[src/core/fac_pkg.sv]
// Package for the flash command host: command codes, pin timing and sector map
package fac_pkg;
  localparam int unsigned CLK_MHZ = 125;
  // Strobe timing in ns, converted to cycles rounding up
  localparam int unsigned T_WE_LOW_NS = 40;
  localparam int unsigned T_WE_HIGH_NS = 40;
  localparam int unsigned T_RD_ACC_NS = 96;
  localparam int unsigned T_WE_LOW_CYC = (T_WE_LOW_NS * CLK_MHZ + 999) / 1000;
  localparam int unsigned T_WE_HIGH_CYC = (T_WE_HIGH_NS * CLK_MHZ + 999) / 1000;
  localparam int unsigned T_RD_ACC_CYC = (T_RD_ACC_NS * CLK_MHZ + 999) / 1000;
  localparam int unsigned CNT_W = 4;
  localparam logic [CNT_W-1:0] WE_LOW_CNT = CNT_W'(T_WE_LOW_CYC);
  localparam logic [CNT_W-1:0] WE_HIGH_CNT = CNT_W'(T_WE_HIGH_CYC);
  localparam logic [CNT_W-1:0] RD_ACC_CNT = CNT_W'(T_RD_ACC_CYC);
  localparam logic [CNT_W-1:0] CNT_ONE = 4'h1;
  localparam logic [CNT_W-1:0] CNT_ZERO = 4'h0;
  // Address and data widths: A17..A0 plus byte address bit A-1
  localparam int unsigned ADDR_W = 18;
  localparam int unsigned DATA_W = 16;
  // Unlock addresses on A10..A0 (word) or A10..A-1 (byte)
  localparam logic [10:0] UNL1_WORD = 11'h555;
  localparam logic [10:0] UNL2_WORD = 11'h2AA;
  localparam logic [11:0] UNL1_BYTE = 12'hAAA;
  localparam logic [11:0] UNL2_BYTE = 12'h555;
  // Command data codes
  localparam logic [7:0] CMD_UNL1 = 8'hAA;
  localparam logic [7:0] CMD_UNL2 = 8'h55;
  localparam logic [7:0] CMD_PROG = 8'hA0;
  localparam logic [7:0] CMD_ERASE = 8'h80;
  localparam logic [7:0] CMD_CHIP = 8'h10;
  localparam logic [7:0] CMD_SECT = 8'h30;
  localparam logic [7:0] CMD_IDSEL = 8'h90;
  localparam logic [7:0] CMD_RESET = 8'hF0;
  localparam logic [7:0] CMD_SUSP = 8'hB0;
  localparam logic [7:0] CMD_RESUME = 8'h30;
  // Identifier-select read addresses (A6=0, A1/A0)
  localparam logic [1:0] ID_MANUF = 2'h0;
  localparam logic [1:0] ID_DEVICE = 2'h1;
  localparam logic [1:0] ID_PROTECT = 2'h2;
  localparam logic [7:0] PROT_YES = 8'h01;
  // Status bits in read data
  localparam int unsigned POLL_BIT = 7;
  localparam int unsigned TOGGLE_BIT = 6;
  // Operations requested by the user side
  typedef enum logic [2:0] {
    FAC_OP_READ = 3'b000,
    FAC_OP_PROG = 3'b001,
    FAC_OP_CHIP = 3'b010,
    FAC_OP_SECT = 3'b011,
    FAC_OP_ID = 3'b100,
    FAC_OP_SUSP = 3'b101,
    FAC_OP_RESUME = 3'b110,
    FAC_OP_RESET = 3'b111
  } fac_op_t;
  typedef enum logic [2:0] {
    FAC_IDLE = 3'b000,
    FAC_WLOW = 3'b001,
    FAC_WHIGH = 3'b010,
    FAC_RACC = 3'b011,
    FAC_POLL = 3'b100,
    FAC_DONE = 3'b101
  } fac_state_t;
  // Sector-select base (bits 17..12) of a bottom-boot sector index 0..10
  function automatic logic [5:0] fac_sector_base(input logic [3:0] idx);
    logic [5:0] base;
    base = 6'h00;
    case (idx)
      4'h0: base = 6'h00;
      4'h1: base = 6'h02;
      4'h2: base = 6'h03;
      4'h3: base = 6'h04;
      default: base = {idx[2:0] - 3'h3, 3'h0};
    endcase
    return base;
  endfunction
endpackage

[src/core/fac_host.sv]
// Host controller issuing command sequences to a bottom-boot parallel flash
// Behaviour
// - Byte mode drives A17..A-1, word mode drives A17..A0.
// - Program is two unlock writes, setup code, then address and data write.
// - Address latched on strobe fall, data on strobe rise.
// - Elevated select voltage on A9 is for programmers; host uses commands.
// - Protect check uses sector address with A1 high, A0 low; 01h protected.
// - Unlock addresses 555h/2AAh word, AAAh/555h byte.
module fac_host
  import fac_pkg::*;
(
  // Clock and reset
  input wire logic i_mclk,
  input wire logic i_rst_n,
  input wire logic i_ce,
  // User request
  input wire logic i_req,
  input wire fac_op_t i_op,
  input wire logic i_byte_mode,
  input wire logic [ADDR_W-1:0] i_addr,
  input wire logic i_addr_lsb,
  input wire logic [DATA_W-1:0] i_wdata,
  input wire logic [3:0] i_sector,
  input wire logic [1:0] i_id_sel,
  output logic o_busy,
  output logic o_done,
  output logic o_erase_active,
  output logic [DATA_W-1:0] o_rdata,
  // Flash pins
  output logic o_fl_ce_n,
  output logic o_fl_oe_n,
  output logic o_fl_we_n,
  output logic o_fl_byte_n,
  output logic [ADDR_W-1:0] o_fl_addr,
  output logic o_fl_alsb,
  output logic o_fl_alsb_oe,
  output logic [DATA_W-2:0] o_fl_dq,
  output logic o_fl_dq_oe,
  input wire logic [DATA_W-1:0] i_fl_dq,
  input wire logic i_fl_ready_busy_n
);
  fac_state_t state_q;
  fac_op_t op_q;
  logic [2:0] step_q;
  logic [2:0] nsteps_q;
  logic [CNT_W-1:0] cnt_q;
  logic [ADDR_W-1:0] tgt_addr_q;
  logic tgt_lsb_q;
  logic [DATA_W-1:0] tgt_data_q;
  logic byte_q;
  logic last_tog_q;
  logic poll_first_q;
  logic [ADDR_W-1:0] cyc_addr;
  logic cyc_lsb;
  logic [DATA_W-1:0] cyc_data;
  logic need_poll;
  logic final_read;

  // Unlock address at A10..A0 in word mode, A10..A-1 in byte mode
  function automatic logic [11:0] unl_addr(input logic bm, input logic second);
    logic [11:0] a;
    a = 12'h000;
    if (bm) begin
      a = second ? UNL2_BYTE : UNL1_BYTE;
    end else begin
      a = {second ? UNL2_WORD : UNL1_WORD, 1'b0};
    end
    return a;
  endfunction

  // Command cycle address/data for the current step
  always_comb begin
    logic [11:0] ua;
    logic [7:0] cd;
    ua = 12'h000;
    cd = 8'h00;
    cyc_addr = tgt_addr_q;
    cyc_lsb = tgt_lsb_q;
    cyc_data = tgt_data_q;
    if (op_q == FAC_OP_SUSP || op_q == FAC_OP_RESUME || op_q == FAC_OP_RESET) begin
      // Single-cycle commands; suspend/resume sent on any request, o_erase_active not checked
      cd = (op_q == FAC_OP_SUSP) ? CMD_SUSP : ((op_q == FAC_OP_RESUME) ? CMD_RESUME
        : CMD_RESET);
      cyc_data = {8'h00, cd};
    end else if (step_q == nsteps_q - 3'h1 && op_q != FAC_OP_CHIP && op_q != FAC_OP_ID) begin
      // Final cycle carries target address: program data or sector select
      if (op_q == FAC_OP_SECT) begin
        cyc_data = {8'h00, CMD_SECT};
      end else begin
        cyc_data = tgt_data_q;
      end
    end else begin
      case (step_q)
        3'h0, 3'h3: begin
          ua = unl_addr(byte_q, 1'b0);
          cd = CMD_UNL1;
        end
        3'h1, 3'h4: begin
          ua = unl_addr(byte_q, 1'b1);
          cd = CMD_UNL2;
        end
        3'h2: begin
          ua = unl_addr(byte_q, 1'b0);
          cd = (op_q == FAC_OP_PROG) ? CMD_PROG : ((op_q == FAC_OP_ID) ? CMD_IDSEL
            : CMD_ERASE);
        end
        default: begin
          ua = unl_addr(byte_q, 1'b0);
          cd = CMD_CHIP;
        end
      endcase
      cyc_addr = {7'h00, ua[11:1]};
      cyc_lsb = ua[0];
      cyc_data = {8'h00, cd};
    end
  end

  // Sector erase is left running so a suspend can follow; resume waits for its end
  assign need_poll = (op_q == FAC_OP_PROG) || (op_q == FAC_OP_CHIP) || (op_q == FAC_OP_RESUME);
  assign final_read = (op_q == FAC_OP_READ) || (op_q == FAC_OP_ID);

  // Sequencer
  always_ff @(posedge i_mclk or negedge i_rst_n) begin
    if (!i_rst_n) begin
      state_q <= FAC_IDLE;
      op_q <= FAC_OP_READ;
      step_q <= 3'h0;
      nsteps_q <= 3'h0;
      cnt_q <= CNT_ZERO;
      tgt_addr_q <= '0;
      tgt_lsb_q <= 1'b0;
      tgt_data_q <= '0;
      byte_q <= 1'b0;
      last_tog_q <= 1'b0;
      poll_first_q <= 1'b0;
      o_rdata <= '0;
      o_done <= 1'b0;
    end else if (i_ce) begin
      o_done <= 1'b0;
      unique case (state_q)
        FAC_IDLE: begin
          if (i_req) begin
            op_q <= i_op;
            byte_q <= i_byte_mode;
            tgt_lsb_q <= i_byte_mode ? i_addr_lsb : 1'b0;
            tgt_data_q <= i_wdata;
            step_q <= 3'h0;
            cnt_q <= WE_LOW_CNT;
            state_q <= FAC_WLOW;
            tgt_addr_q <= i_addr;
            case (i_op)
              FAC_OP_READ: begin
                nsteps_q <= 3'h0;
                cnt_q <= RD_ACC_CNT;
                state_q <= FAC_RACC;
              end
              FAC_OP_PROG: nsteps_q <= 3'h4;
              FAC_OP_CHIP: nsteps_q <= 3'h6;
              FAC_OP_SECT: begin
                nsteps_q <= 3'h6;
                tgt_addr_q <= {fac_sector_base(i_sector), 12'h000};
              end
              FAC_OP_ID: begin
                nsteps_q <= 3'h3;
                // A6=0, A1/A0 pick code; sector address is added for every code, used by protect check
                tgt_addr_q <= {fac_sector_base(i_sector), 10'h000, i_id_sel};
              end
              default: nsteps_q <= 3'h1;
            endcase
          end
        end
        FAC_WLOW: begin
          if (cnt_q == CNT_ONE) begin
            cnt_q <= WE_HIGH_CNT;
            state_q <= FAC_WHIGH;
          end else begin
            cnt_q <= cnt_q - CNT_ONE;
          end
        end
        FAC_WHIGH: begin
          if (cnt_q != CNT_ONE) begin
            cnt_q <= cnt_q - CNT_ONE;
          end else if (step_q != nsteps_q - 3'h1) begin
            step_q <= step_q + 3'h1;
            cnt_q <= WE_LOW_CNT;
            state_q <= FAC_WLOW;
          end else if (final_read) begin
            cnt_q <= RD_ACC_CNT;
            state_q <= FAC_RACC;
          end else if (need_poll) begin
            poll_first_q <= 1'b1;
            cnt_q <= RD_ACC_CNT;
            state_q <= FAC_POLL;
          end else begin
            state_q <= FAC_DONE;
          end
        end
        FAC_RACC: begin
          if (cnt_q == CNT_ONE) begin
            // Upper byte is don't-care in byte mode
            o_rdata <= byte_q ? {8'h00, i_fl_dq[7:0]} : i_fl_dq;
            state_q <= FAC_DONE;
          end else begin
            cnt_q <= cnt_q - CNT_ONE;
          end
        end
        FAC_POLL: begin
          if (cnt_q == CNT_ONE) begin
            last_tog_q <= i_fl_dq[TOGGLE_BIT];
            poll_first_q <= 1'b0;
            cnt_q <= RD_ACC_CNT;
            // Two reads with equal toggle bit and ready line mean done
            if (!poll_first_q && i_fl_dq[TOGGLE_BIT] == last_tog_q &&
                i_fl_ready_busy_n) begin
              o_rdata <= i_fl_dq;
              state_q <= FAC_DONE;
            end
          end else begin
            cnt_q <= cnt_q - CNT_ONE;
          end
        end
        FAC_DONE: begin
          o_done <= 1'b1;
          state_q <= FAC_IDLE;
        end
        default: state_q <= FAC_IDLE;
      endcase
    end
  end

  // Erase-in-progress tracker; the sequencer sends suspend/resume without checking it
  always_ff @(posedge i_mclk or negedge i_rst_n) begin
    if (!i_rst_n) begin
      o_erase_active <= 1'b0;
    end else if (i_ce && state_q == FAC_IDLE && i_req) begin
      if (i_op == FAC_OP_SECT) begin
        o_erase_active <= 1'b1;
      end else if (i_op == FAC_OP_RESET) begin
        o_erase_active <= 1'b0;
      end
    end else if (i_ce && state_q == FAC_DONE && op_q == FAC_OP_RESUME) begin
      o_erase_active <= 1'b0;
    end
  end

  // Pin drive registers
  always_ff @(posedge i_mclk or negedge i_rst_n) begin
    if (!i_rst_n) begin
      o_fl_ce_n <= 1'b1;
      o_fl_oe_n <= 1'b1;
      o_fl_we_n <= 1'b1;
      o_fl_byte_n <= 1'b1;
      o_fl_addr <= '0;
      o_fl_alsb <= 1'b0;
      o_fl_alsb_oe <= 1'b0;
      o_fl_dq <= '0;
      o_fl_dq_oe <= 1'b0;
      o_busy <= 1'b0;
    end else if (i_ce) begin
      o_busy <= (state_q != FAC_IDLE) || i_req;
      o_fl_byte_n <= !byte_q;
      o_fl_alsb_oe <= byte_q || state_q == FAC_WLOW || state_q == FAC_WHIGH;
      o_fl_we_n <= (state_q != FAC_WLOW);
      // Output enable rises between poll reads so the toggle bit can move
      o_fl_oe_n <= !(state_q == FAC_RACC || (state_q == FAC_POLL && cnt_q != CNT_ONE));
      o_fl_ce_n <= (state_q == FAC_IDLE || state_q == FAC_DONE);
      o_fl_dq_oe <= (state_q == FAC_WLOW || state_q == FAC_WHIGH);
      if (state_q == FAC_WLOW || state_q == FAC_WHIGH) begin
        o_fl_addr <= cyc_addr;
        // Shared pin carries data bit 15 in word mode
        o_fl_alsb <= byte_q ? cyc_lsb : cyc_data[DATA_W-1];
        o_fl_dq <= cyc_data[DATA_W-2:0];
      end else begin
        o_fl_addr <= tgt_addr_q;
        o_fl_alsb <= tgt_lsb_q;
      end
    end
  end
endmodule

[config.mk]
export PLATFORM = sky130hd
export DESIGN_NAME = fac_host
export DESIGN_NICKNAME = d
export VERILOG_FILES = /design/src/core/fac_pkg.sv /design/src/core/fac_host.sv
export SDC_FILE = /design/constraint.sdc
export NUM_CORES = 1
export LEC_CHECK = 0
export BUFFER_PORTS_ARGS = -buffer_cell sky130_fd_sc_hd__buf_2
export CAP_MARGIN = 15
export CORE_MARGIN = 2
export CORE_UTILIZATION = 49
export DETAILED_ROUTE_END_ITERATION = 12
export GPL_TIMING_DRIVEN = 0
export HOLD_SLACK_MARGIN = 0.03
export PLACE_DENSITY = 0.75
export SYNTH_ARGS = -nofsm -noshare
export SYNTH_HDL_FRONTEND = slang
export SYNTH_SLANG_ARGS = --single-unit
[constraint.sdc]
create_clock -name i_mclk -period 2.5 [get_ports i_mclk]
set_clock_uncertainty 0.15 [all_clocks]
set_input_delay 0.5 -clock i_mclk [delete_from_list [all_inputs] [get_ports i_mclk]]
set_output_delay 0.5 -clock i_mclk [all_outputs]
set_load 0.01 [all_outputs]
==> impl_metrics.yaml, run 1 <==
run_status:
  status: "finished clean"
grt:
  grt_pass1_wl_mm: 22.1
  grt_usage: 0.246
  antenna_found_initial: 0
  grt_pass1_vias: 4465
  grt_max_degree: 62
  overflow: 0
synth:
  postSynthAreaPerCell_um2: 10.2
  netlist_area_um2: 5350
  synthFlopType: "dfrtp_1"
  yosys_warnings: 0
  yosysSeqAreaShare: 0.530
  syn_inst: 522
  synth-seq-cells: 113
  synth_cell_type_count: 68
  synthArstFlopShare: 1.00
  syn_nets: 599
  synth_top_area_share: 0.510
  synth_edf_count: 0
  synth_area_leaders: "dfrtp_1 51%, nand2_1 6.7%, a22o_1 4.4%"
  synth_top_cell_by_area: "dfrtp_1"
clocking:
  clk_pin_slew_ns: 0.05
  clk_latency_ns: 0.53
  tritoncts: "done"
  cts_sinks: 113
  cts-root-buf: "clkbuf_8"
  numCtsBuffers: 17
  cts_buffer_depth: 2
  h-tree-depth: 4
critical_path:
  timing.rr.start: "step_q[2]$_DFFE_PN0P_"
  path_max_fanout: 10
  worstPathRequired_ns: 2.76
  slowest_delay_ns: 0.49
  crit_family: "compound AO/OA/AOI/OAI gates"
  r2r_end: "cnt_q[2]$_DFFE_PN0P_"
  start_kind: "register"
  crit_arrival_ns: 2.69
  crit_chain: "clkbuf_4 > xor3_2 > or3_1 > buf_6 > o2111ai_4 > a22oi_2 > a211o_1"
  worstSetupPathType: "reg -> reg"
  reg2reg_slack_ns: 0.07
  cp.buffers_inverters: 2
  crit_path_top_delay_cell: "xor3_2"
  cp-end-kind: "register"
  rr_worst_depth: 7
floorplanning:
  die_y_um: 108
  num_rows: 38
  design.core.area_um2: 10700
  die_x_um: 108
  io-pin-count: 125
  die_area_um2: 11800
  initial_core_util: 0.498
placement:
  place_congestion: 0.904
  dp_hpwl_mm: 9.65
  portBuffers: 122
sta:
  fmax_ghz: 0.412
  max_slew_margin: 0.524
  tightestPinTransition_ns: 0.714
  rsz0062_at_grt: "no"
  setup_violations: 0
  final-hold-violation-count: 0
  drv_slew: 0
  fin_crit_sh: 0.972
  period_needed_ns: 2.43
  finalSetupTns_ns: 0
power_and_ir_drop:
  leakagePower_nw: 3.40
  ir_drop_mv: 0.539
  powerDensity_nw_per_um2: 1260
  power.total_w: 0.00877
detailed_routing:
  wl_per_cell_um: 16.7
  num_vias: 4667
  detailedRoute.firstIterationViolations: 263
  routed_wl_mm: 14.0
  drtAntennaViolNets: 0
  drc: 0
  first_pass_iters: 5
  via_per_inst: 5.56
worst_hold_path:
  hold_path_end: "tgt_addr_q[11]$_DFFE_PN0P_"
  whs_path_depth: 2
  min_from: "i_addr[11]"
  hold_class: "in -> reg"
final_layout:
  finalNetCount: 764
  antenna_cells: 0
  synthToLayoutAreaGrowth_pct: 30.3
  post-route-util: 0.648
  drive_above_1_share: 0.280
job:
  drv_cap: 0
==> cell usage after synthesis, drive strengths merged (11+ instances only) <==
| cell type | n |
|---|---|
| buf | 16 |
| ha | 11 |
| nor2 | 27 |
| a221o | 12 |
| o21ai | 29 |
| dfrtp | 109 |
| inv | 25 |
| clkbuf | 18 |
| a22o | 27 |
| mux2i | 11 |
| nand2 | 96 |
| a21oi | 26 |
==> cell families (layout without fill, tap and decap cells) <==
| kind of cell | Yosys count | in the layout | share of synthesized area |
|---|---|---|---|
| muxes | 21 | 21 | 0.0416 |
| adders and majority gates | 12 | 12 | 0.0276 |
| buffers and inverters | 59 | 237 | 0.0463 |
| xor gates and xnor gates | 7 | 7 | 0.0143 |
| DFF | 113 | 113 | 0.530 |
| and+or+nand+nor | 172 | 172 | 0.146 |
| AOI/OAI and AO/OA | 138 | 138 | 0.195 |
==> final cells by class <==
cell class | instances | area [um2]
Buffer | 33 | 154
Clock buffer | 26 | 478
Clock inverter | 6 | 57.6
Fill cell | 900 | 3780
Inverter | 25 | 93.8
Multi-Input combinational cell | 350 | 2310
Sequential cell | 113 | 2830
Tap cell | 140 | 175
Timing Repair Buffer | 147 | 868
==> worst register-to-register path: stages (launching register included) <==
cell and delay (ns):
dfrtp_1 0.33, clkbuf_4 0.18, xor3_2 0.49, or3_1 0.34
buf_6 0.16, o2111ai_4 0.26, a22oi_2 0.13, a211o_1 0.29
==> metrics by stage <==
step	cells	hold WS [ns]	worst slack, ns	cell area (um2)
finish	840	0.0483	0.0711	6970
global route	840	0.0431	0.00173	6970
CTS	838	0.0306	0.0490	6940
detailed placement	785	0.320	-0.217	6160
global placement	784	0.311	-0.508	6130
floorplan	522	0.0544	0.138	5350
==> flip-flops by register name (all words and copies together), names as in the netlist, 3 cells and up <==
signal	cells
o_fl_addr	18
cnt_q	4
o_fl_dq	15
step_q	3
nsteps_q	3
state_q	3
op_q	3
o_rdata	16
tgt_addr_q	18
tgt_data_q	16
==> placed cells by master, fill, tap and decap left out, types with 5 or more instances in the layout <==
cell,Yosys,routed
a221o_1,12,12
nand2_1,96,96
nor3b_1,5,5
nor2_1,27,26
ha_1,11,11
dlygate4sd3_1,0,19
nor3_1,7,5
dfrtp_1,109,109
mux2_2,10,10
clkbuf_16,0,16
or3_1,5,5
o21ai_0,28,28
a21oi_1,25,25
clkbuf_1,18,22
buf_2,9,128
nand3_1,10,10
mux2i_1,11,11
a22o_1,27,27
buf_4,2,8
inv_1,25,25
==> what timing repair did <==
item	in CTS	in global routing
hold buffers	19	0
hold endpoints to repair	70	0
setup endpoints to repair	23	28
setup buffers	2	3
gates resized for setup	6	7
pin swaps	3	1
cloned	0	0
==> power breakdown <==
| group | internal (W) | total (W) | leakage [nW] | switching (W) |
|---|---|---|---|---|
| combinational | 0.00149 | 0.00351 | 1.73 | 0.00202 |
| sequential | 0.00262 | 0.00308 | 1.41 | 0.000466 |
| clock | 0.00139 | 0.00218 | 0.263 | 0.000792 |
| total | 0.00550 | 0.00877 | 3.40 | 0.00328 |
==> worst max path at each step <==
| stage | from | endpoint | slack (ns) | cells after the start |
|---|---|---|---|---|
| after floorplan | nsteps_q[0]$_DFFE_PN0P_ | cnt_q[2]$_DFFE_PN0P_ | 0.14 | 8 |
| after global placement | i_rst_n | tgt_addr_q[8]$_DFFE_PN0P_ | -0.51 | 1 |
| after detailed placement | i_ce | o_fl_dq[4]$_DFFE_PN0P_ | -0.22 | 5 |
| after CTS | cnt_q[1]$_DFFE_PN0P_ | o_rdata[2]$_DFFE_PN0P_ | 0.05 | 7 |
| after global routing | step_q[2]$_DFFE_PN0P_ | cnt_q[3]$_DFFE_PN0P_ | 0.002 | 7 |
| final | step_q[2]$_DFFE_PN0P_ | cnt_q[2]$_DFFE_PN0P_ | 0.07 | 7 |
==> routing by layer <==
| metal | track usage | up-vias | routed length (um) |
|---|---|---|---|
| li1 | - | 2191 | - |
| met1 | 0.325 | 2291 | 6230 |
| met2 | 0.381 | 153 | 6810 |
| met3 | 0.0639 | 32 | 655 |
| met4 | 0.108 | 0 | 320 |
| met5 | 0 | - | 0 |
Note: power is estimated with default switching activity, not from simulation.
==> run 2, diff against run 1 <==
--- a/config.mk
+++ b/config.mk
@@ -12,7 +12,8 @@
 export DETAILED_ROUTE_END_ITERATION = 12
 export GPL_TIMING_DRIVEN = 0
 export HOLD_SLACK_MARGIN = 0.03
-export PLACE_DENSITY = 0.75
+export PLACE_DENSITY_LB_ADDON = 0.12
+export REMOVE_ABC_BUFFERS = 1
 export SYNTH_ARGS = -nofsm -noshare
 export SYNTH_HDL_FRONTEND = slang
 export SYNTH_SLANG_ARGS = --single-unit
==> impl_metrics.yaml, run 2 (same netlist as run 1, synthesis figures left out) <==
run_status:
  status: "finished clean"
floorplanning:
  die_y_um: 108
  design.core.area_um2: 10700
  num_rows: 38
  initial_core_util: 0.498
  die_area_um2: 11800
  die_x_um: 108
  io-pin-count: 125
final_layout:
  finalNetCount: 729
  synthToLayoutAreaGrowth_pct: 29.7
  n_fill_cell: 915
  largestRegisters: "o_fl_addr: 18 flops, tgt_addr_q: 18 flops"
  drive_above_1_share: 0.300
  final_area_um2: 6940
  final_common_cell: "buf_2"
  final_cell_mix: "123 x buf_2, 107 x dfrtp_1, 96 x nand2_1"
  antenna_cells: 0
  final_cell_count_no_fill: 804
sta:
  period_needed_ns: 2.43
  finalSetupTns_ns: 0
  max_slew_margin: 0.332
  tightestPinTransition_ns: 1.00
  fmax_ghz: 0.412
  setup_violations: 0
  fin_crit_sh: 0.971
  final-hold-violation-count: 0
  rsz0062_at_grt: "yes"
  drv_slew: 0
detailed_routing:
  num_vias: 4482
  detailedRoute.firstIterationViolations: 262
  drtAntennaViolNets: 0
  wl_per_cell_um: 16.4
  drc: 0
  routed_wl_mm: 13.2
  via_per_inst: 5.57
  first_pass_iters: 5
critical_path:
  cpMostUsedCell: "a22o_1"
  slowest_delay_ns: 0.53
  crit_path_top_delay_cell: "or3_2"
  crit_arrival_ns: 2.68
  worstSetupPathType: "reg -> reg"
  crit_chain: "inv_1 > ha_1 > xor3_2 > or3_2 > nor3b_1 > a22o_1 > a22o_1"
  cp-end-kind: "register"
  path_max_fanout: 5
  worstPathRequired_ns: 2.75
  start_kind: "register"
power_and_ir_drop:
  ir_drop_mv: 0.491
  powerDensity_nw_per_um2: 1290
  power.total_w: 0.00895
  leakagePower_nw: 3.37
grt:
  grt_max_degree: 69
  grt_usage: 0.234
  grt_pass1_wl_mm: 21.4
  overflow: 0
  antenna_found_initial: 0
  grt_pass1_vias: 4464
worst_hold_path:
  hold_class: "in -> reg"
clocking:
  tritoncts: "done"
  cts_sinks: 113
  cts_buffer_depth: 2
  cts-root-buf: "clkbuf_8"
  h-tree-depth: 4
  clk_latency_ns: 0.52
  clk_pin_slew_ns: 0.05
  numCtsBuffers: 17
placement:
  dp_hpwl_mm: 8.56
  placed_cells: 754
  portBuffers: 124
  place_congestion: 0.856
  dpl-instance-area_um2: 6050
job:
  drv_cap: 0
[run 2: cell count changes in the layout (fill, tap and decap cells not counted), moves of 3 or more]
cell,previous run,this run
buf_4,8,5
buf_2,128,123
clkbuf_1,22,2
dlygate4sd3_1,19,12
buf_1,4,0
[run 2: path summary, 6_finish.rpt]
kind | slack [ns] | start | endpoint | depth (start not counted)
worst min-delay path | 0.05 | i_wdata[1] | tgt_data_q[1]$_DFFE_PN0P_ | 3
worst max-delay path | 0.07 | nsteps_q[0]$_DFFE_PN0P_ | step_q[1]$_DFFE_PN0P_ | 7
max in group asynchronous | 1.09 | i_rst_n | tgt_data_q[5]$_DFFE_PN0P_ | 3
min in group asynchronous | 0.39 | i_rst_n | o_rdata[4]$_DFFE_PN0P_ | 2
worst max register to register | 0.07 | nsteps_q[0]$_DFFE_PN0P_ | step_q[1]$_DFFE_PN0P_ | 7
worst min register to register | 0.32 | o_fl_dq_oe$_DFFE_PN0P_ | o_fl_dq_oe$_DFFE_PN0P_ | 1
[run 2: stage by stage]
step	setup WS (ns)	utilization	hold slack, ns
floorplan	-0.216	-	0.0544
global placement	-1.10	0.558	0.308
detailed placement	-0.706	0.563	0.310
CTS	0.0132	0.637	0.0301
global route	-0.0377	0.645	0.0330
finish	0.0721	0.645	0.0468
[run 2: timing repair]
action	4_1_cts	5_1_grt
endpoints found under the hold margin	52	0
setup buffers	3	2
gates cloned	0	1
setup endpoints to repair	85	46
pin swaps	0	2
resized for setup	14	8
hold buffers	12	0
[run 2: critical path, delay by kind of cell, from the launching register on]
family	cells	cell delay (ns)
compound gates	2	0.36
fa+ha+maj	1	0.15
simple gates	2	0.74
buf+inv	1	0.08
xor+xnor	1	0.46
flops	1	0.39
[run 2: final cells by class]
| cell class | count | area (um2) | share of cell area |
|---|---|---|---|
| clock buffer | 22 | 463 | 0.0668 |
| timing repair buffer | 144 | 868 | 0.125 |
| inverter | 25 | 93.8 | 0.0135 |
| sequential | 113 | 2840 | 0.409 |
| tap | 140 | 175 | 0.0253 |
| clock inverter | 9 | 131 | 0.0189 |
| multi-input combinational | 351 | 2370 | 0.342 |
[run 2: report_power, final]
part | switching [W] | total, W | internal [W]
Sequential | 0.000647 | 0.00326 | 0.00261
Clock | 0.000803 | 0.00239 | 0.00159
Combinational | 0.00183 | 0.00330 | 0.00147
Total | 0.00328 | 0.00895 | 0.00567
[run 2: layer usage]
layer,global-route usage,share of wire,vias to the layer above
met2,0.372,0.49,153
li1,-,-,2130
met3,0.0669,0.060,10
met1,0.308,0.44,2189
met4,0.0806,0.0097,0
met5,0,0,-
